<file path="src/rtl/cpuc_regs.vh">
// Register offsets, field positions, reset values and timing counts
`ifndef CPUC_REGS_VH
`define CPUC_REGS_VH

// ----------------------------------------------------------------------
// Register offsets
// ----------------------------------------------------------------------
`define CPUC_REG_SRC_CTRL    8'h00
`define CPUC_REG_PWR_CTRL    8'h01
`define CPUC_REG_WDOG_CTRL   8'h05
`define CPUC_REG_MISC_CTRL   8'h07
`define CPUC_REG_SYS_STAT    8'h08
`define CPUC_REG_IRQ_STAT    8'h0A
`define CPUC_REG_IRQ_MASK    8'h0B

// ----------------------------------------------------------------------
// Field positions
// ----------------------------------------------------------------------
`define CPUC_HIZ_BIT         7
`define CPUC_ILIM_MSB        2
`define CPUC_REG_RESET_BIT   7
`define CPUC_WDOG_MSB        5
`define CPUC_WDOG_LSB        4
`define CPUC_FORCE_DET_BIT   7
`define CPUC_SW_OFF_BIT      5
`define CPUC_SRC_TYPE_MSB    7
`define CPUC_SRC_TYPE_LSB    6
`define CPUC_PG_BIT          2

// Interrupt status and mask bits
`define CPUC_IRQ_PG          0
`define CPUC_IRQ_DET_DONE    1
`define CPUC_IRQ_POOR_SRC    2
`define CPUC_IRQ_SW_ON       3

// ----------------------------------------------------------------------
// Reset values and codes
// ----------------------------------------------------------------------
`define CPUC_ILIM_100MA      3'h0
`define CPUC_ILIM_500MA      3'h2
`define CPUC_ILIM_RST        3'h0
`define CPUC_WDOG_RST        2'h1
`define CPUC_WDOG_OFF        2'h0
`define CPUC_SRC_USB_HOST    2'h1
`define CPUC_SRC_NONE        2'h0
`define CPUC_IRQ_MASK_RST    4'hF

// ----------------------------------------------------------------------
// Timing
// ----------------------------------------------------------------------
`define CPUC_CLK_HZ          50000000
`define CPUC_CYC_PER_MS      (`CPUC_CLK_HZ / 1000)
`define CPUC_T_BIAS_MS       220
`define CPUC_T_RETRY_MS      2000
`define CPUC_T_BADSRC_MS     30
`define CPUC_T_WAKE_MS       2
`define CPUC_DET_CYC         16

`endif

</file>
<file path="src/rtl/cpuc_sync.v">
// Two-flop synchroniser for a vector of asynchronous levels
`timescale 1ns/1ns

module cpuc_sync #(
   parameter W = 1
) (
   input  wire         clk_in,
   input  wire         rst_in,
   input  wire [W-1:0] d_in,
   output wire [W-1:0] q_out
);

   reg [W-1:0] meta_q;
   reg [W-1:0] sync_q;

   always @(posedge clk_in or posedge rst_in)
   begin
      if (rst_in)
      begin
         meta_q <= {W{1'b0}};
         sync_q <= {W{1'b0}};
      end
      else
      begin
         meta_q <= d_in;
         sync_q <= meta_q;
      end
   end

   assign q_out = sync_q;

endmodule // cpuc_sync

</file>
<file path="src/rtl/cpuc_top.v">
// Charger power-up, source qualification and input current limit control
// ----------------------------------------------------------------------
// How it works
// - First supply or battery release, with neither up before, resets all registers
// - Battery only: switch on, bias regulator off
// - Off bit forces battery switch off
// - Five wake events re-enable switch, clear bit
// - Bias regulator after conditions plus delay
// - Otherwise high-impedance state, regulator off
// - Buck needs no overvoltage, passes load test
// - Qualified source: status, pin, interrupt
// - Failed poor-source test retries every 2 s
// - Detect limit each insertion unless host HIGH_IMPEDANCE_STATE
// - Detection writes source type; limit only if port-type high
// - Host may overwrite limit; device applies
// - Port-type high: 100/500 mA, type 01
// ----------------------------------------------------------------------
`timescale 1ns/1ns
`include "cpuc_regs.vh"

module cpuc_top #(
   parameter [26:0] BIAS_DLY_CYC   = `CPUC_T_BIAS_MS * `CPUC_CYC_PER_MS,
   parameter [26:0] RETRY_CYC      = `CPUC_T_RETRY_MS * `CPUC_CYC_PER_MS,
   parameter [26:0] BADSRC_CYC     = `CPUC_T_BADSRC_MS * `CPUC_CYC_PER_MS,
   parameter [26:0] WAKE_CYC       = `CPUC_T_WAKE_MS * `CPUC_CYC_PER_MS
) (
   input  wire       clk_in,
   input  wire       rst_in,
   // Register port
   input  wire [7:0] addr_in,
   input  wire [7:0] wr_data_in,
   input  wire       wr_in,
   input  wire       rd_in,
   output wire [7:0] rd_data_out,
   // Comparator and pin levels, asynchronous
   input  wire       vbus_undervoltage_release_level_in,
   input  wire       bat_undervoltage_release_level_in,
   input  wire       bat_above_depl_in,
   input  wire       vbus_above_sleepz_in,
   input  wire       vbus_below_sleep_in,
   input  wire       boost_mode_in,
   input  wire       vbus_ovp_in,
   input  wire       vbus_above_badsrc_in,
   input  wire       port_type_pin_in,
   input  wire       current_select_pin_in,
   input  wire       wake_pin_in,
   // Watchdog expiry pulse, same clock
   input  wire       wdog_expire_in,
   // Controls and status
   output wire       bias_reg_en_out,
   output wire       battery_switch_on_out,
   output wire       test_load_en_out,
   output wire       buck_en_out,
   output wire       hiz_out,
   output wire [2:0] ilim_applied_out,
   output wire       power_good_pin_n_out,
   output wire       int_out
);

   // ----------------------------------------------------------------------
   // States
   // ----------------------------------------------------------------------
   localparam [2:0] ST_HIZ    = 3'd0;
   localparam [2:0] ST_DELAY  = 3'd1;
   localparam [2:0] ST_QUAL   = 3'd2;
   localparam [2:0] ST_RETRY  = 3'd3;
   localparam [2:0] ST_DETECT = 3'd4;
   localparam [2:0] ST_GOOD   = 3'd5;

   localparam [26:0] DET_CYC = `CPUC_DET_CYC;

   // ----------------------------------------------------------------------
   // Input synchronisation
   // ----------------------------------------------------------------------
   wire [10:0] pins_s;
   wire        vbus_ok_s;
   wire        bat_ok_s;
   wire        bat_depl_s;
   wire        sleepz_s;
   wire        sleep_s;
   wire        boost_s;
   wire        ovp_s;
   wire        badsrc_s;
   wire        port_type_s;
   wire        cur_sel_s;
   wire        wake_s;

   cpuc_sync #(
      .W      (11)
   ) u_sync (
      .clk_in (clk_in),
      .rst_in (rst_in),
      .d_in   ({wake_pin_in, current_select_pin_in, port_type_pin_in,
                vbus_above_badsrc_in, vbus_ovp_in, boost_mode_in,
                vbus_below_sleep_in, vbus_above_sleepz_in, bat_above_depl_in,
                bat_undervoltage_release_level_in, vbus_undervoltage_release_level_in}),
      .q_out  (pins_s)
   );

   assign vbus_ok_s   = pins_s[0];
   assign bat_ok_s    = pins_s[1];
   assign bat_depl_s  = pins_s[2];
   assign sleepz_s    = pins_s[3];
   assign sleep_s     = pins_s[4];
   assign boost_s     = pins_s[5];
   assign ovp_s       = pins_s[6];
   assign badsrc_s    = pins_s[7];
   assign port_type_s = pins_s[8];
   assign cur_sel_s   = pins_s[9];
   assign wake_s      = pins_s[10];

   // ----------------------------------------------------------------------
   // Registers and state
   // ----------------------------------------------------------------------
   reg  [2:0]  state_q;
   reg  [2:0]  state_d;
   reg  [26:0] cnt_q;
   reg  [26:0] cnt_d;
   reg  [26:0] wake_cnt_q;
   reg         wake_arm_q;
   reg         supply_q;
   reg         vbus_ok_q;
   reg         wake_q;
   reg         hiz_bit_q;
   reg  [2:0]  ilim_q;
   reg  [1:0]  wdog_q;
   reg         force_det_q;
   reg         sw_off_q;
   reg  [1:0]  src_type_q;
   reg         pg_q;
   reg  [3:0]  irq_sts_q;
   reg  [3:0]  irq_msk_q;
   reg  [7:0]  rd_data_q;
   reg         int_q;
   reg         bias_en_q;
   reg         sw_on_q;
   reg         load_q;
   reg         buck_q;
   reg  [2:0]  ilim_app_q;
   reg  [3:0]  irq_evt;

   wire        soft_rst;
   wire        bias_cond;
   wire        plug_evt;
   wire        wake_evt;
   wire        wdog_evt;
   wire        sw_clr_evt;
   wire        det_done;
   wire        src_pass;

   function wr_at;
      input [7:0] a;
      begin
         wr_at = wr_in && (addr_in == a);
      end
   endfunction

   function timer_done;
      input [26:0] cnt;
      input [26:0] lim;
      begin
         timer_done = (cnt >= lim - 27'd1);
      end
   endfunction

   // ----------------------------------------------------------------------
   // Event detection
   // ----------------------------------------------------------------------
   // Release of a supply while neither was up starts a fresh register set
   assign soft_rst   = ((vbus_ok_s | bat_ok_s) & ~supply_q)
                     | (wr_at(`CPUC_REG_PWR_CTRL) & wr_data_in[`CPUC_REG_RESET_BIT]);
   assign plug_evt   = vbus_ok_s & ~vbus_ok_q;
   // Expiry only counts while the watchdog is left running
   assign wdog_evt   = wdog_expire_in & (wdog_q != `CPUC_WDOG_OFF);
   assign wake_evt   = wake_arm_q & wake_s & timer_done(wake_cnt_q, WAKE_CYC);
   assign sw_clr_evt = plug_evt | wdog_evt | wake_evt;
   // Regulator conditions; host HIGH_IMPEDANCE_STATE also holds it off
   assign bias_cond  = vbus_ok_s & (boost_s ? sleep_s : sleepz_s) & ~hiz_bit_q;
   assign src_pass   = ~ovp_s & badsrc_s;
   assign det_done   = (state_q == ST_DETECT) && timer_done(cnt_q, DET_CYC);

   always @(posedge clk_in or posedge rst_in)
   begin
      if (rst_in)
      begin
         supply_q   <= 1'b0;
         vbus_ok_q  <= 1'b0;
         wake_q     <= 1'b0;
         wake_arm_q <= 1'b0;
         wake_cnt_q <= 27'd0;
      end
      else
      begin
         supply_q  <= vbus_ok_s | bat_ok_s;
         vbus_ok_q <= vbus_ok_s;
         wake_q    <= wake_s;
         // Wake pin must stay high for the whole on-time
         if (wake_s && !wake_q)
         begin
            wake_arm_q <= 1'b1;
            wake_cnt_q <= 27'd0;
         end
         else if (!wake_s || wake_evt)
         begin
            wake_arm_q <= 1'b0;
            wake_cnt_q <= 27'd0;
         end
         else if (wake_arm_q)
         begin
            wake_cnt_q <= wake_cnt_q + 27'd1;
         end
      end
   end

   // ----------------------------------------------------------------------
   // Power-up sequence
   // ----------------------------------------------------------------------
   always @*
   begin
      state_d = state_q;
      cnt_d   = cnt_q + 27'd1;
      if (!bias_cond)
      begin
         state_d = ST_HIZ;
         cnt_d   = 27'd0;
      end
      else
      begin
         case (state_q)
            ST_HIZ:
            begin
               state_d = ST_DELAY;
               cnt_d   = 27'd0;
            end
            ST_DELAY:
            begin
               if (timer_done(cnt_q, BIAS_DLY_CYC))
               begin
                  state_d = ST_QUAL;
                  cnt_d   = 27'd0;
               end
            end
            ST_QUAL:
            begin
               if (timer_done(cnt_q, BADSRC_CYC))
               begin
                  state_d = src_pass ? ST_DETECT : ST_RETRY;
                  cnt_d   = 27'd0;
               end
            end
            ST_RETRY:
            begin
               if (timer_done(cnt_q, RETRY_CYC))
               begin
                  state_d = ST_QUAL;
                  cnt_d   = 27'd0;
               end
            end
            ST_DETECT:
            begin
               if (det_done)
               begin
                  state_d = ST_GOOD;
                  cnt_d   = 27'd0;
               end
            end
            ST_GOOD:
            begin
               cnt_d = 27'd0;
               if (force_det_q || wdog_evt)
               begin
                  state_d = ST_DETECT;
               end
            end
            default:
            begin
               state_d = ST_HIZ;
               cnt_d   = 27'd0;
            end
         endcase
      end
   end

   always @(posedge clk_in or posedge rst_in)
   begin
      if (rst_in)
      begin
         state_q <= ST_HIZ;
         cnt_q   <= 27'd0;
      end
      else
      begin
         state_q <= state_d;
         cnt_q   <= cnt_d;
      end
   end

   // ----------------------------------------------------------------------
   // Software registers
   // ----------------------------------------------------------------------
   always @(posedge clk_in or posedge rst_in)
   begin
      if (rst_in)
      begin
         hiz_bit_q   <= 1'b0;
         ilim_q      <= `CPUC_ILIM_RST;
         wdog_q      <= `CPUC_WDOG_RST;
         force_det_q <= 1'b0;
         sw_off_q    <= 1'b0;
         src_type_q  <= `CPUC_SRC_NONE;
         pg_q        <= 1'b0;
         irq_msk_q   <= `CPUC_IRQ_MASK_RST;
      end
      else if (soft_rst)
      begin
         hiz_bit_q   <= 1'b0;
         ilim_q      <= `CPUC_ILIM_RST;
         wdog_q      <= `CPUC_WDOG_RST;
         force_det_q <= 1'b0;
         sw_off_q    <= 1'b0;
         src_type_q  <= `CPUC_SRC_NONE;
         pg_q        <= 1'b0;
         irq_msk_q   <= `CPUC_IRQ_MASK_RST;
      end
      else
      begin
         if (wr_at(`CPUC_REG_SRC_CTRL))
            hiz_bit_q <= wr_data_in[`CPUC_HIZ_BIT];
         else if (!vbus_ok_s)
            hiz_bit_q <= 1'b0;
         // A host write overrides a detection result in the same cycle
         if (wr_at(`CPUC_REG_SRC_CTRL))
            ilim_q <= wr_data_in[`CPUC_ILIM_MSB:0];
         else if (det_done && port_type_s)
            ilim_q <= cur_sel_s ? `CPUC_ILIM_500MA : `CPUC_ILIM_100MA;
         if (det_done)
            src_type_q <= port_type_s ? `CPUC_SRC_USB_HOST : `CPUC_SRC_NONE;
         else if (!vbus_ok_s)
            src_type_q <= `CPUC_SRC_NONE;
         if (wr_at(`CPUC_REG_WDOG_CTRL))
            wdog_q <= wr_data_in[`CPUC_WDOG_MSB:`CPUC_WDOG_LSB];
         if (wr_at(`CPUC_REG_MISC_CTRL))
            force_det_q <= wr_data_in[`CPUC_FORCE_DET_BIT];
         else if (det_done)
            force_det_q <= 1'b0;
         if (wr_at(`CPUC_REG_MISC_CTRL))
            sw_off_q <= wr_data_in[`CPUC_SW_OFF_BIT];
         else if (sw_clr_evt)
            sw_off_q <= 1'b0;
         if (state_q == ST_QUAL && state_d == ST_DETECT)
            pg_q <= 1'b1;
         else if (state_d == ST_HIZ)
            pg_q <= 1'b0;
         if (wr_at(`CPUC_REG_IRQ_MASK))
            irq_msk_q <= wr_data_in[3:0];
      end
   end

   // ----------------------------------------------------------------------
   // Interrupts
   // ----------------------------------------------------------------------
   always @*
   begin
      irq_evt = 4'h0;
      irq_evt[`CPUC_IRQ_PG]       = (state_q == ST_QUAL) && (state_d == ST_DETECT);
      irq_evt[`CPUC_IRQ_DET_DONE] = det_done;
      irq_evt[`CPUC_IRQ_POOR_SRC] = (state_q == ST_QUAL) && (state_d == ST_RETRY);
      irq_evt[`CPUC_IRQ_SW_ON]    = sw_off_q && sw_clr_evt;
   end

   // Set beats a simultaneous write-one clear
   always @(posedge clk_in or posedge rst_in)
   begin
      if (rst_in)
      begin
         irq_sts_q <= 4'h0;
         int_q     <= 1'b0;
      end
      else if (soft_rst)
      begin
         irq_sts_q <= 4'h0;
         int_q     <= 1'b0;
      end
      else
      begin
         if (wr_at(`CPUC_REG_IRQ_STAT))
            irq_sts_q <= (irq_sts_q & ~wr_data_in[3:0]) | irq_evt;
         else
            irq_sts_q <= irq_sts_q | irq_evt;
         int_q <= |(irq_sts_q & irq_msk_q);
      end
   end

   // ----------------------------------------------------------------------
   // Read port
   // ----------------------------------------------------------------------
   always @(posedge clk_in or posedge rst_in)
   begin
      if (rst_in)
         rd_data_q <= 8'h00;
      else if (!rd_in)
         rd_data_q <= 8'h00;
      else if (addr_in == `CPUC_REG_SRC_CTRL)
         rd_data_q <= {hiz_bit_q, 4'h0, ilim_q};
      else if (addr_in == `CPUC_REG_WDOG_CTRL)
         rd_data_q <= {2'h0, wdog_q, 4'h0};
      else if (addr_in == `CPUC_REG_MISC_CTRL)
         rd_data_q <= {force_det_q, 1'b0, sw_off_q, 5'h00};
      else if (addr_in == `CPUC_REG_SYS_STAT)
         rd_data_q <= {src_type_q, 3'h0, pg_q, 2'h0};
      else if (addr_in == `CPUC_REG_IRQ_STAT)
         rd_data_q <= {4'h0, irq_sts_q};
      else if (addr_in == `CPUC_REG_IRQ_MASK)
         rd_data_q <= {4'h0, irq_msk_q};
      else
         rd_data_q <= 8'h00;
   end

   // ----------------------------------------------------------------------
   // Output controls
   // ----------------------------------------------------------------------
   always @(posedge clk_in or posedge rst_in)
   begin
      if (rst_in)
      begin
         bias_en_q  <= 1'b0;
         sw_on_q    <= 1'b0;
         load_q     <= 1'b0;
         buck_q     <= 1'b0;
         ilim_app_q <= `CPUC_ILIM_100MA;
      end
      else
      begin
         bias_en_q  <= (state_d != ST_HIZ) && (state_d != ST_DELAY);
         // Battery alone keeps the system up while the regulator is off
         sw_on_q    <= ~sw_off_q & bat_depl_s;
         load_q     <= (state_d == ST_QUAL);
         buck_q     <= (state_d == ST_GOOD);
         // Detection runs at the lowest limit
         ilim_app_q <= (state_d == ST_DETECT) ? `CPUC_ILIM_100MA : ilim_q;
      end
   end

   assign rd_data_out           = rd_data_q;
   assign bias_reg_en_out       = bias_en_q;
   assign battery_switch_on_out = sw_on_q;
   assign test_load_en_out      = load_q;
   assign buck_en_out           = buck_q;
   assign hiz_out               = ~bias_en_q;
   assign ilim_applied_out      = ilim_app_q;
   assign power_good_pin_n_out  = ~pg_q;
   assign int_out               = int_q;

endmodule // cpuc_top

</file>
<file path="config.mk">
export PLATFORM = sky130hd
export DESIGN_NAME = cpuc_top
export DESIGN_NICKNAME = d
export VERILOG_FILES = /design/src/rtl/cpuc_sync.v /design/src/rtl/cpuc_top.v
export VERILOG_INCLUDE_DIRS = /design/src /design/src/rtl
export SDC_FILE = /design/constraint.sdc
export NUM_CORES = 1
export LEC_CHECK = 0
export BUFFER_PORTS_ARGS = -buffer_cell sky130_fd_sc_hd__clkbuf_2
export CORE_ASPECT_RATIO = 0.6
export CORE_MARGIN = 2
export CORE_UTILIZATION = 45
export CTS_BUF_LIST = sky130_fd_sc_hd__clkbuf_16
export CTS_CLUSTER_SIZE = 24
export DETAILED_ROUTE_END_ITERATION = 12
export GPL_TIMING_DRIVEN = 0
export SLEW_MARGIN = 15
export SYNTH_ARGS = -nofsm -noshare
export SYNTH_HDL_FRONTEND = slang
export SYNTH_HIERARCHICAL = 1
export SYNTH_SLANG_ARGS = --single-unit
</file>
<file path="constraint.sdc">
create_clock -name clk_in -period 2.95 [get_ports clk_in]
set_input_delay 0.1475 -clock clk_in [delete_from_list [all_inputs] [get_ports clk_in]]
set_output_delay 0.1475 -clock clk_in [all_outputs]
set_load 0.005 [all_outputs]
</file>
==> out/qor.yml, run 1 <==
synth_warnings: 6
gp_congestion: 0.928
die_w_um: 147
use_met3: 0.0497
ir_drop_uv: 362
drive_gt1_frac: 0.162
pre_cts_ws_ns: -0.0118
synth-edff-count: 0
period_share: 0.967
insertion_delay_ns: 0.41
diodes: 0
crit_top_cell: "or4_1"
synthArstFlopShare: 1.00
place_inst: 757
finClkSkew_ns: 0.00920
rows: 31
endpoint_kind: "register"
cts-root-buf: "clkbuf_16"
num_io_pins: 50
fmaxAchievable_mhz: 351
start_kind: "register"
status: "finished, final reports clean"
placed_cell_area_um2: 5970
numClockSinks: 117
cts_buffers: 17
synth_area_leaders: "dfrtp_1, a211oi_1, xnor2_1"
path_cells: "or2_0 > or4_1 > or4_1 > and3_4 > a211oi_4 > buf_4 > a21boi_0"
wl_per_cell_um: 16.5
syn-num-nets: 580
fin_crit_ns: 2.85
port_buffers: 45
fin_cells: 806
syn_inst: 546
grt_antenna_before_repair: 0
drc_errors: 0
routed-via-count: 4484
crit_fanout: 10
synth_top_area_frac: 0.508
die_h_um: 89.7
p_leak_uw: 0.00291
grt_start_max_net_pins: 54
slew_headroom: 0.229
grt_busiest_layer: "met1"
critPathKind: "reg -> reg"
rsz0062_at_grt: "no"
layout_common_cells: "dfrtp_1, nor2_1, nand2_1, clkbuf_2, a211oi_1"
yosysTopAreaCell: "dfrtp_1"
use_met2: 0.290
grt_use_met1: 0.335
viasPerCell: 5.56
postSynthAreaPerCell_um2: 10.1
ys_types: 61
final_common_cell: "dfrtp_1"
clk_path_buf_depth: 2
p_per_area_nw_per_um2: 594
syn_area_um2: 5510
die-area_um2: 13200
report.final.hold_viol_count: 0
ys_seq_area_frac: 0.532
grt_pass1_wl_mm: 22.1
crit_slowest_cell: "or4_1"
firstDrtPassIters: 5
core_area_um2: 12000
hp-class: "in -> reg"
ant_nets: 0
fin_nets: 662
totalWireLength_mm: 13.3
grt_pass1_vias: 4261
setup_ws_ns: 0.0981
start_util: 0.460
setup_viol: 0
cts_tree: "done"
cts.clk_slew.worst_paths_ns: 0.06
maxCapViolCount: 0
h-tree-depth: 4
dpl.hpwl_mm: 9.42
critPathRequiredTime_ns: 3.20
worst_slew_pin_slew_ns: 1.15
gr-total-overflow: 0
finalInstanceArea_um2: 6800
slew_viol_final: 0
ys.flop_type: "dfrtp_1"
crit_path_max_incr_delay_ns: 0.58
first_iter_violations: 372
crit_arrival_ns: 3.11
grtUsageTotal: 0.214
synth-seq-cells: 117
area_growth_pct: 23.4
flip-flops by register name, summed over array words and instances, names as in the netlist, 2 cells and up:
signal	cells
u_sync/q_out	11
ilim_q	3
state_q	3
ilim_applied_out	3
irq_sts_q	4
rd_data_out	8
wdog_q	2
cnt_q	27
irq_msk_q	4
u_sync/meta_q	11
wake_cnt_q	27
metrics by stage:
step	setup TNS [ns]	util	hold WS [ns]	power [uW]
5_1_grt	0	0.567	0.0409	4190
2_1_floorplan	0	-	0.137	1750
3_5_place_dp	-0.0168	0.498	0.257	1810
3_3_place_gp	-76.74	0.496	0.255	1800
4_1_cts	0	0.567	0.0159	4090
6_report	0	0.567	0.0313	4040
cell usage after synthesis (5+ instances only):
master,n
a211oi_1,29
a21oi_1,21
a31oi_1,8
and2_1,6
and3_1,13
clkbuf_1,21
dfrtp_1,112
dfstp_2,5
inv_1,18
mux2i_1,11
nand2_1,51
nand2b_1,5
nand3_1,26
nand4_1,13
nor2_1,55
nor2b_1,6
nor3_1,14
nor4_1,11
o21ai_0,7
or4_1,7
xnor2_1,24
xor2_1,19
repair_timing:
item,in CTS,in global routing
setup buffers,0,0
setup endpoints to repair,11,20
hold endpoints to repair,78,0
gates resized for setup,3,3
hold buffers,17,0
power breakdown:
group	internal (uW)	switching, uW	total (uW)	leakage (uW)
logic	59.7	98.3	158	0.00104
registers	1630	11.3	1640	0.00155
clock network	1440	807	2250	0.000312
total	3130	917	4040	0.00291
path summary, 6_finish.rpt:
check                                       endpoint  slack [ns]  cells past startpoint                  startpoint
setup / recovery               buck_en_out$_DFF_PP0_         0.1                      7         cnt_q[20]$_DFF_PP0_
hold / removal              rd_data_out[6]$_DFF_PP0_        0.03                      3                       rd_in
setup reg to reg               buck_en_out$_DFF_PP0_         0.1                      7         cnt_q[20]$_DFF_PP0_
hold reg to reg            u_sync/q_out[0]$_DFF_PP0_        0.35                      0  u_sync/meta_q[0]$_DFF_PP0_
max in group asynchronous   irq_msk_q[0]$_DFFE_PP1P_        1.86                      4                      rst_in
min in group asynchronous         cnt_q[4]$_DFF_PP0_        0.38                      3                      rst_in
layer usage:
| metal | share of wire | vias up |
|---|---|---|
| met5 | 0 | - |
| met4 | 0.014 | 0 |
| met3 | 0.055 | 19 |
| met2 | 0.42 | 128 |
| met1 | 0.51 | 2220 |
| li1 | - | 2117 |
cell type report:
| cell class | instances | area [um2] |
|---|---|---|
| Tap cell | 165 | 206 |
| Inverter | 18 | 70.1 |
| Clock inverter | 15 | 218 |
| Multi-Input combinational cell | 384 | 2400 |
| Clock buffer | 17 | 425 |
| Buffer | 27 | 123 |
| Timing Repair Buffer | 63 | 423 |
| Sequential cell | 117 | 2930 |
| Fill cell | 1034 | 5180 |
kinds of logic (layout without fill, tap and decap cells):
group                    Yosys count  after routing  synth area share
flip-flops                       117            117             0.532
AO/OA/AOI/OAI                     94             94             0.120
multiplexers                      15             15            0.0281
XOR/XNOR                          43             43            0.0683
adder cells (fa/ha/maj)            2              2           0.00454
AND/OR/NAND/NOR                  230            230             0.212
buffers and inverters             45            140            0.0340
worst max-delay path: cells and delay by family (launching register included):
family | cells | cell delay (ns)
AND/OR/NAND/NOR | 4 | 1.57
flip-flops | 1 | 0.47
buffers and inverters | 1 | 0.23
AO/OA/AOI/OAI | 2 | 0.42
No activity file was read; power rests on OpenSTA's default activity.
==> inputs of run 2 (changes only) <==
--- a/config.mk
+++ b/config.mk
@@ -6,6 +6,7 @@
 export SDC_FILE = /design/constraint.sdc
 export NUM_CORES = 1
 export LEC_CHECK = 0
+export ABC_AREA = 1
 export BUFFER_PORTS_ARGS = -buffer_cell sky130_fd_sc_hd__clkbuf_2
 export CORE_ASPECT_RATIO = 0.6
 export CORE_MARGIN = 2
==> run 2 against run 1 <==
Effect of this change:
- global-route usage up 0.15 points
- non-clock buffer count fell by 14
- setup slack improved by 0.67 ns
- synthesized cell count up 40%
- critical endpoint is now cnt_q[22]$_DFF_PP0_
- sequential power hardly changed
- largest cell class unchanged
- critical path depth grew 6
- fmax up 31%
- first-iteration DRC count grew 52%
- combinational power rose by 3%
- sequential share of layout area shrank 2.9 points
- wire length is 10% higher
==> out/qor.yml, run 2 <==
fill_cells: 1173  # +13%
die-area_um2: 14400  # +9.6%
top_regs: "cnt_q: 27 flops, wake_cnt_q: 27 flops"
ir_drop_uv: 341  # -5.8%
slew_viol_final: 0  # unchanged
critPathKind: "reg -> reg"
numClockSinks: 117  # unchanged
report.final.hold_viol_count: 0  # unchanged
routed-via-count: 5117  # +14%
yosysTopAreaCell: "dfrtp_1"
p_per_area_nw_per_um2: 532  # -11%
fin_crit_ns: 2.18  # -0.668 ns
ys_types: 44  # -28%
rows: 32  # +3.2%
gp_congestion: 1.01  # +8.7%
fin_nets: 878  # +33%
port_buffers: 47  # +4.4%
drive_gt1_frac: 0.196  # +0.0338
maxCapViolCount: 0  # unchanged
setup_viol: 0  # unchanged
grt_pass1_vias: 4804  # +13%
p_leak_uw: 0.00342  # +17%
period_share: 0.740  # -0.226
start_util: 0.466  # +0.00590
first_iter_violations: 566  # +52%
synth.most_common_cell: "nand2_1"
cts.clk_slew.worst_paths_ns: 0.06  # about the same
firstDrtPassIters: 5  # unchanged
power_uw: 3880  # -4.2%
die_h_um: 93.9  # +4.6%
worst_slew_pin_slew_ns: 0.877  # -0.270 ns
cts_tree: "done"
final_common_cell: "nand2_1"
cts_buffers: 17  # unchanged
grt_antenna_before_repair: 0  # unchanged
core_area_um2: 13000  # +8.6%
fmaxAchievable_mhz: 458  # +31%
die_w_um: 154  # +4.7%
slew_headroom: 0.415  # +0.186
hp-class: "in -> reg"
clk_path_buf_depth: 2  # unchanged
synth_top_area_frac: 0.462  # -0.0461
switchingPower_uw: 925  # +0.85%
start_kind: "register"
gr-total-overflow: 0  # unchanged
p_clk_frac: 0.534  # -0.021
yosys-top-cells-count: "nand2_1, inv_1, nor2_1, dfrtp_1, nand3_1"
totalWireLength_mm: 14.6  # +10%
h-tree-depth: 4  # unchanged
seq_power_share: 0.425  # +0.020
p_sw_frac: 0.239  # +0.0118
ys_seq_area_frac: 0.484  # -0.0482
register_area_um2: 2930  # unchanged
diodes: 0  # unchanged
synth_area_leaders: "dfrtp_1, nand2_1, inv_1"
crit_fanout: 10  # unchanged
p_int_uw: 2950  # -5.6%
drc_errors: 0  # unchanged
crit_arrival_ns: 2.49  # -0.62 ns
grt_pass1_wl_mm: 24.1  # +9.0%
synth-seq-cells: 117  # unchanged
fin_setup_tns_ns: 0  # unchanged
rsz0062_at_grt: "no"
grtUsageTotal: 0.215  # +0.00147
grt_start_max_net_pins: 72  # +33%
insertion_delay_ns: 0.42  # about the same
p_comb_frac: 0.042  # +0.003
multi_input_area_um2: 2580  # +7.6%
status: "finished, final reports clean"
wl_per_cell_um: 14.2  # -14%
ys.flop_type: "dfrtp_1"
synth-edff-count: 0  # unchanged
syn_area_um2: 6060  # +10%
ant_nets: 0  # unchanged
postSynthAreaPerCell_um2: 7.96  # -21%
layout_common_cells: "nand2_1, inv_1, nor2_1, dfrtp_1, nand3_1"
synth_warnings: 6  # unchanged
endpoint_kind: "register"
syn_inst: 762  # +40%
syn-num-nets: 796  # +37%
num_io_pins: 50  # unchanged
dpl.hpwl_mm: 11.1  # +17%
critPathRequiredTime_ns: 3.25  # +0.05 ns
synthArstFlopShare: 1.00  # unchanged
viasPerCell: 4.98  # -10%
cts-root-buf: "clkbuf_16"
area_growth_pct: 20.2
finClkSkew_ns: 0.0133  # +0.00413 ns
==> run 2: logic make-up (layout without fill, tap and decap cells) <==
logic type | count (synthesis) | in the layout | share of synthesized area
mux | 1 | 1 | 0.00165
buf+inv | 133 | 228 | 0.0896
compound gates | 75 | 75 | 0.0700
flops | 117 | 117 | 0.484
xor+xnor | 20 | 20 | 0.0289
simple gates | 414 | 414 | 0.322
fa+ha+maj | 2 | 2 | 0.00413
==> run 2: worst paths after layout <==
check                                           startpoint                         to  slack [ns]  cells after the start
worst min register to register  u_sync/meta_q[0]$_DFF_PP0_  u_sync/q_out[0]$_DFF_PP0_        0.35                      0
worst min-delay path                                 rd_in   rd_data_out[1]$_DFF_PP0_        0.02                      3
min in group asynchronous                           rst_in           pg_q$_DFFE_PP0P_        0.24                      3
worst max register to register          cnt_q[0]$_DFF_PP0_        cnt_q[22]$_DFF_PP0_        0.77                     13
max in group asynchronous                           rst_in  u_sync/q_out[8]$_DFF_PP0_        1.91                      3
worst max-delay path                    cnt_q[0]$_DFF_PP0_        cnt_q[22]$_DFF_PP0_        0.77                     13
==> run 2: worst max-delay path, cell delays in order (launching register included) <==
cell and delay (ns):
dfrtp_1 0.41, ha_1 0.25, nand3_1 0.15, inv_1 0.10, nand2_1 0.08, nor2_1 0.15, nand2_1 0.09, nand4_1 0.12
nand2_1 0.07, nor2_2 0.19, inv_2 0.08, nand2_4 0.12, buf_6 0.19, nor2_1 0.06
==> run 2: layer usage <==
| layer | wire, um | global-route usage | vias to the layer above |
|---|---|---|---|
| li1 | - | - | 2582 |
| met1 | 7640 | 0.334 | 2353 |
| met2 | 5620 | 0.280 | 172 |
| met3 | 1210 | 0.0729 | 10 |
| met4 | 136 | 0.0561 | 0 |
| met5 | 0 | 0 | - |
==> run 2: per-stage QoR <==
step,hold WS [ns],setup slack (ns),utilization,instance area [um2],std cells
finish,0.0162,0.766,0.560,7290,1027
detailed placement,0.136,0.813,0.503,6540,980
global route,0.0156,0.546,0.560,7290,1027
CTS,0.00479,0.808,0.560,7290,1027
global placement,0.256,-0.882,0.500,6510,979
floorplan,0.137,0.334,-,6060,762
==> run 2: cell type report <==
cell class / instances / share of cell area
tap: 170 / 0.0292
timing repair buffer: 63 / 0.0567
clock buffer: 17 / 0.0584
inverter: 120 / 0.0625
buffer: 13 / 0.0127
sequential: 117 / 0.403
clock inverter: 15 / 0.0232
multi-input combinational: 512 / 0.355
==> run 2: power by group through the flow <==
stage	clock, uW	sequential (uW)	combinational, uW
finish	2070	1650	162
floorplan	0	1670	85.1
global route	2180	1650	184
CTS	2110	1650	164
global placement	0	1670	141
detailed placement	0	1670	148
==> run 2: what timing repair did <==
action	CTS	global route
gates resized for setup	0	0
endpoints found under the setup margin	0	0
hold endpoints to repair	53	0
hold buffers	15	0
setup buffers	0	0
==> inputs of run 3 (changes only) <==
--- a/config.mk
+++ b/config.mk
@@ -6,7 +6,7 @@
 export SDC_FILE = /design/constraint.sdc
 export NUM_CORES = 1
 export LEC_CHECK = 0
-export ABC_AREA = 1
+export ABC_AREA = 0
 export BUFFER_PORTS_ARGS = -buffer_cell sky130_fd_sc_hd__clkbuf_2
 export CORE_ASPECT_RATIO = 0.6
 export CORE_MARGIN = 2
==> constraint.sdc (replaced) <==
create_clock -name clk_in -period 2.2 [get_ports clk_in]
set_input_delay 0.11 -clock clk_in [delete_from_list [all_inputs] [get_ports clk_in]]
set_output_delay 0.11 -clock clk_in [all_outputs]
set_load 0.005 [all_outputs]
==> run 3 against run 2 <==
Effect of this change:
- the flow now finishes with violations (negative setup slack)
- combinational power rose by 59%
- count of clock-buffer cells in the layout did not move
- utilization rose by 6.0 points
- critical endpoint is now test_load_en_out$_DFF_PP0_
- largest cell class unchanged
- largest power group unchanged
==> out/qor.yml, run 3 (same netlist as run 1, synthesis figures left out) <==
status: "finished, violations left"
failed_checks: "negative setup slack"
cts_tree: "done"
endpoint_kind: "register"
path_cells: "or2_1 > or4_4 > or4_4 > and3_4 > buf_4 > o41a_1 > and3b_1"
seq_power_share: 0.413  # -0.012
final_common_cell: "dfrtp_1"
numClockSinks: 117  # unchanged
slew_headroom: 0.393  # -0.0218
setup_viol: 32  # +32
finClkSkew_ns: 0.00630  # -0.00703 ns
viasPerCell: 5.55  # +11%
grt_start_max_net_pins: 38  # -47%
report.final.hold_viol_count: 0  # unchanged
wl_per_cell_um: 17.4  # +22%
top_regs: "cnt_q: 27 flops, wake_cnt_q: 27 flops"
crit_arrival_ns: 2.89  # +0.40 ns
rsz0062_at_grt: "yes"
num_io_pins: 50  # unchanged
core_area_um2: 12000  # -7.9%
firstDrtPassIters: 5  # unchanged
gp_congestion: 0.929  # -7.8%
area_growth_pct: 34.9
crit_path_max_incr_delay_ns: 0.49  # +0.08 ns
cpLargestDelayFamily: "simple AND/OR/NAND/NOR gates"
grt_pass1_wl_mm: 23.4  # -3.1%
rows: 31  # -3.1%
drc_errors: 0  # unchanged
placed_cell_area_um2: 6130  # -6.3%
first_iter_violations: 342  # -40%
critPathKind: "reg -> reg"
fin_nets: 689  # -22%
min_from: "addr_in[2]"
grtUsageTotal: 0.226  # +0.0102
switchingPower_uw: 1160  # +25%
p_int_uw: 4170  # +41%
ir_drop_uv: 561  # +65%
final_core_util: 0.620  # +0.0603
cts_buffers: 17  # unchanged
port_buffers: 45  # -4.3%
slew_viol_final: 0  # unchanged
dpl.hpwl_mm: 9.54  # -14%
cts.clk_slew.worst_paths_ns: 0.05  # about the same
period_share: 1.16  # +0.416
clk_path_buf_depth: 2  # unchanged
p_comb_frac: 0.048  # +0.006
p_clk_frac: 0.539  # +0.005
hp-class: "in -> reg"
setup_ws_ns: -0.344  # -1.11 ns
cp-startpoint: "cnt_q[19]$_DFF_PP0_"
die_w_um: 147  # -4.5%
die-area_um2: 13200  # -8.8%
maxCapViolCount: 0  # unchanged
crit_slowest_cell: "or4_4"
insertion_delay_ns: 0.41  # about the same
p_sw_frac: 0.217  # -0.0212
critPathRequiredTime_ns: 2.55  # -0.70 ns
drive_gt1_frac: 0.283  # +0.0869
p_per_area_nw_per_um2: 717  # +35%
finalInstanceArea_um2: 7430  # +2.0%
die_h_um: 89.7  # -4.4%
start_kind: "register"
layout_common_cells: "dfrtp_1, nor2_1, nand2_1, clkbuf_2, buf_4"
fin_crit_ns: 2.54  # +0.360 ns
hold_slack_ns: 0.0529  # +0.0367 ns
crit_top_cell: "or4_4"
grt_antenna_before_repair: 0  # unchanged
diodes: 0  # unchanged
p_leak_uw: 0.00315  # -7.8%
h-tree-depth: 4  # unchanged
grt_pass1_vias: 4440  # -7.6%
fmaxAchievable_mhz: 393  # -14%
routed-via-count: 4622  # -9.7%
start_util: 0.460  # -0.00590
power_uw: 5330  # +38%
cp_num_buf_inv: 1  # -2
reg2reg_from: "cnt_q[19]$_DFF_PP0_"
totalWireLength_mm: 14.5  # -0.91%
worst_slew_pin_slew_ns: 0.905  # +0.0283 ns
ant_nets: 0  # unchanged
gr-total-overflow: 0  # unchanged
crit_fanout: 3  # -7
cts-root-buf: "clkbuf_16"
==> run 3: cell count changes in the layout (fill, tap and decap cells not counted), sizes merged, moves of 10 or more <==
cell    previous run  this run
nand3             53        26
buf               12        39
nor2             146        55
inv              126        19
a211oi             2        30
o21ai             30         7
xnor2              2        24
mux2i              1        11
nand2            162        51
a21oi             33        21
clkbuf            66        76
and3               0        14
==> run 3: worst paths after layout <==
| check | to | slack (ns) | depth (start not counted) |
|---|---|---|---|
| min in group asynchronous | wake_cnt_q[2]$_DFFE_PP0P_ | 0.24 | 3 |
| max in group asynchronous | u_sync/meta_q[4]$_DFF_PP0_ | 1.20 | 3 |
| worst min register to register | u_sync/q_out[5]$_DFF_PP0_ | 0.35 | 0 |
| worst max-delay path | test_load_en_out$_DFF_PP0_ | -0.34 | 7 |
| worst min-delay path | rd_data_out[6]$_DFF_PP0_ | 0.05 | 3 |
| worst max register to register | test_load_en_out$_DFF_PP0_ | -0.34 | 7 |
==> run 3: repair_timing <==
item,CTS,global route
gates resized for setup,40,31
setup buffers,19,8
pin swaps,8,8
gates cloned,3,0
hold buffers,19,0
hold endpoints to repair,72,0
endpoints found under the setup margin,63,52
==> run 3: layer usage <==
metal | wire [um] | vias up | GRT usage
li1 | - | 2169 | -
met1 | 7380 | 2281 | 0.349
met2 | 6030 | 151 | 0.306
met3 | 888 | 21 | 0.0569
met4 | 186 | 0 | 0.0769
met5 | 0 | - | 0
==> run 3: through the flow <==
step	setup WS, ns	instances	setup TNS [ns]
global route	-0.400	833	-11.65
floorplan	-0.153	546	-4.25
detailed placement	-0.418	759	-17.96
CTS	-0.331	831	-9.34
global placement	-0.385	756	-18.10
finish	-0.344	833	-9.33
==> run 3: final cells by class <==
class	count	area (um2)
Buffer	21	169
Clock buffer	17	425
Clock inverter	15	188
Fill cell	989	4550
Inverter	18	71.3
Multi-Input combinational cell	384	2710
Sequential cell	117	2940
Tap cell	165	206
Timing Repair Buffer	96	719
==> run 3: power by group through the flow <==
stage / Sequential [uW] / Combinational, uW / Clock [uW]
floorplan: 2230 / 117 / 0
global placement: 2230 / 189 / 0
detailed placement: 2240 / 208 / 0
CTS: 2200 / 254 / 2910
global route: 2200 / 280 / 3020
finish: 2200 / 257 / 2870
==> run 3: worst reg2reg max path: stages, from the launching register on <==
cell and delay, ns:
dfrtp_2 0.41, or2_1 0.24, or4_4 0.44, or4_4 0.49, and3_4 0.20, buf_4 0.12
o41a_1 0.36, and3b_1 0.23
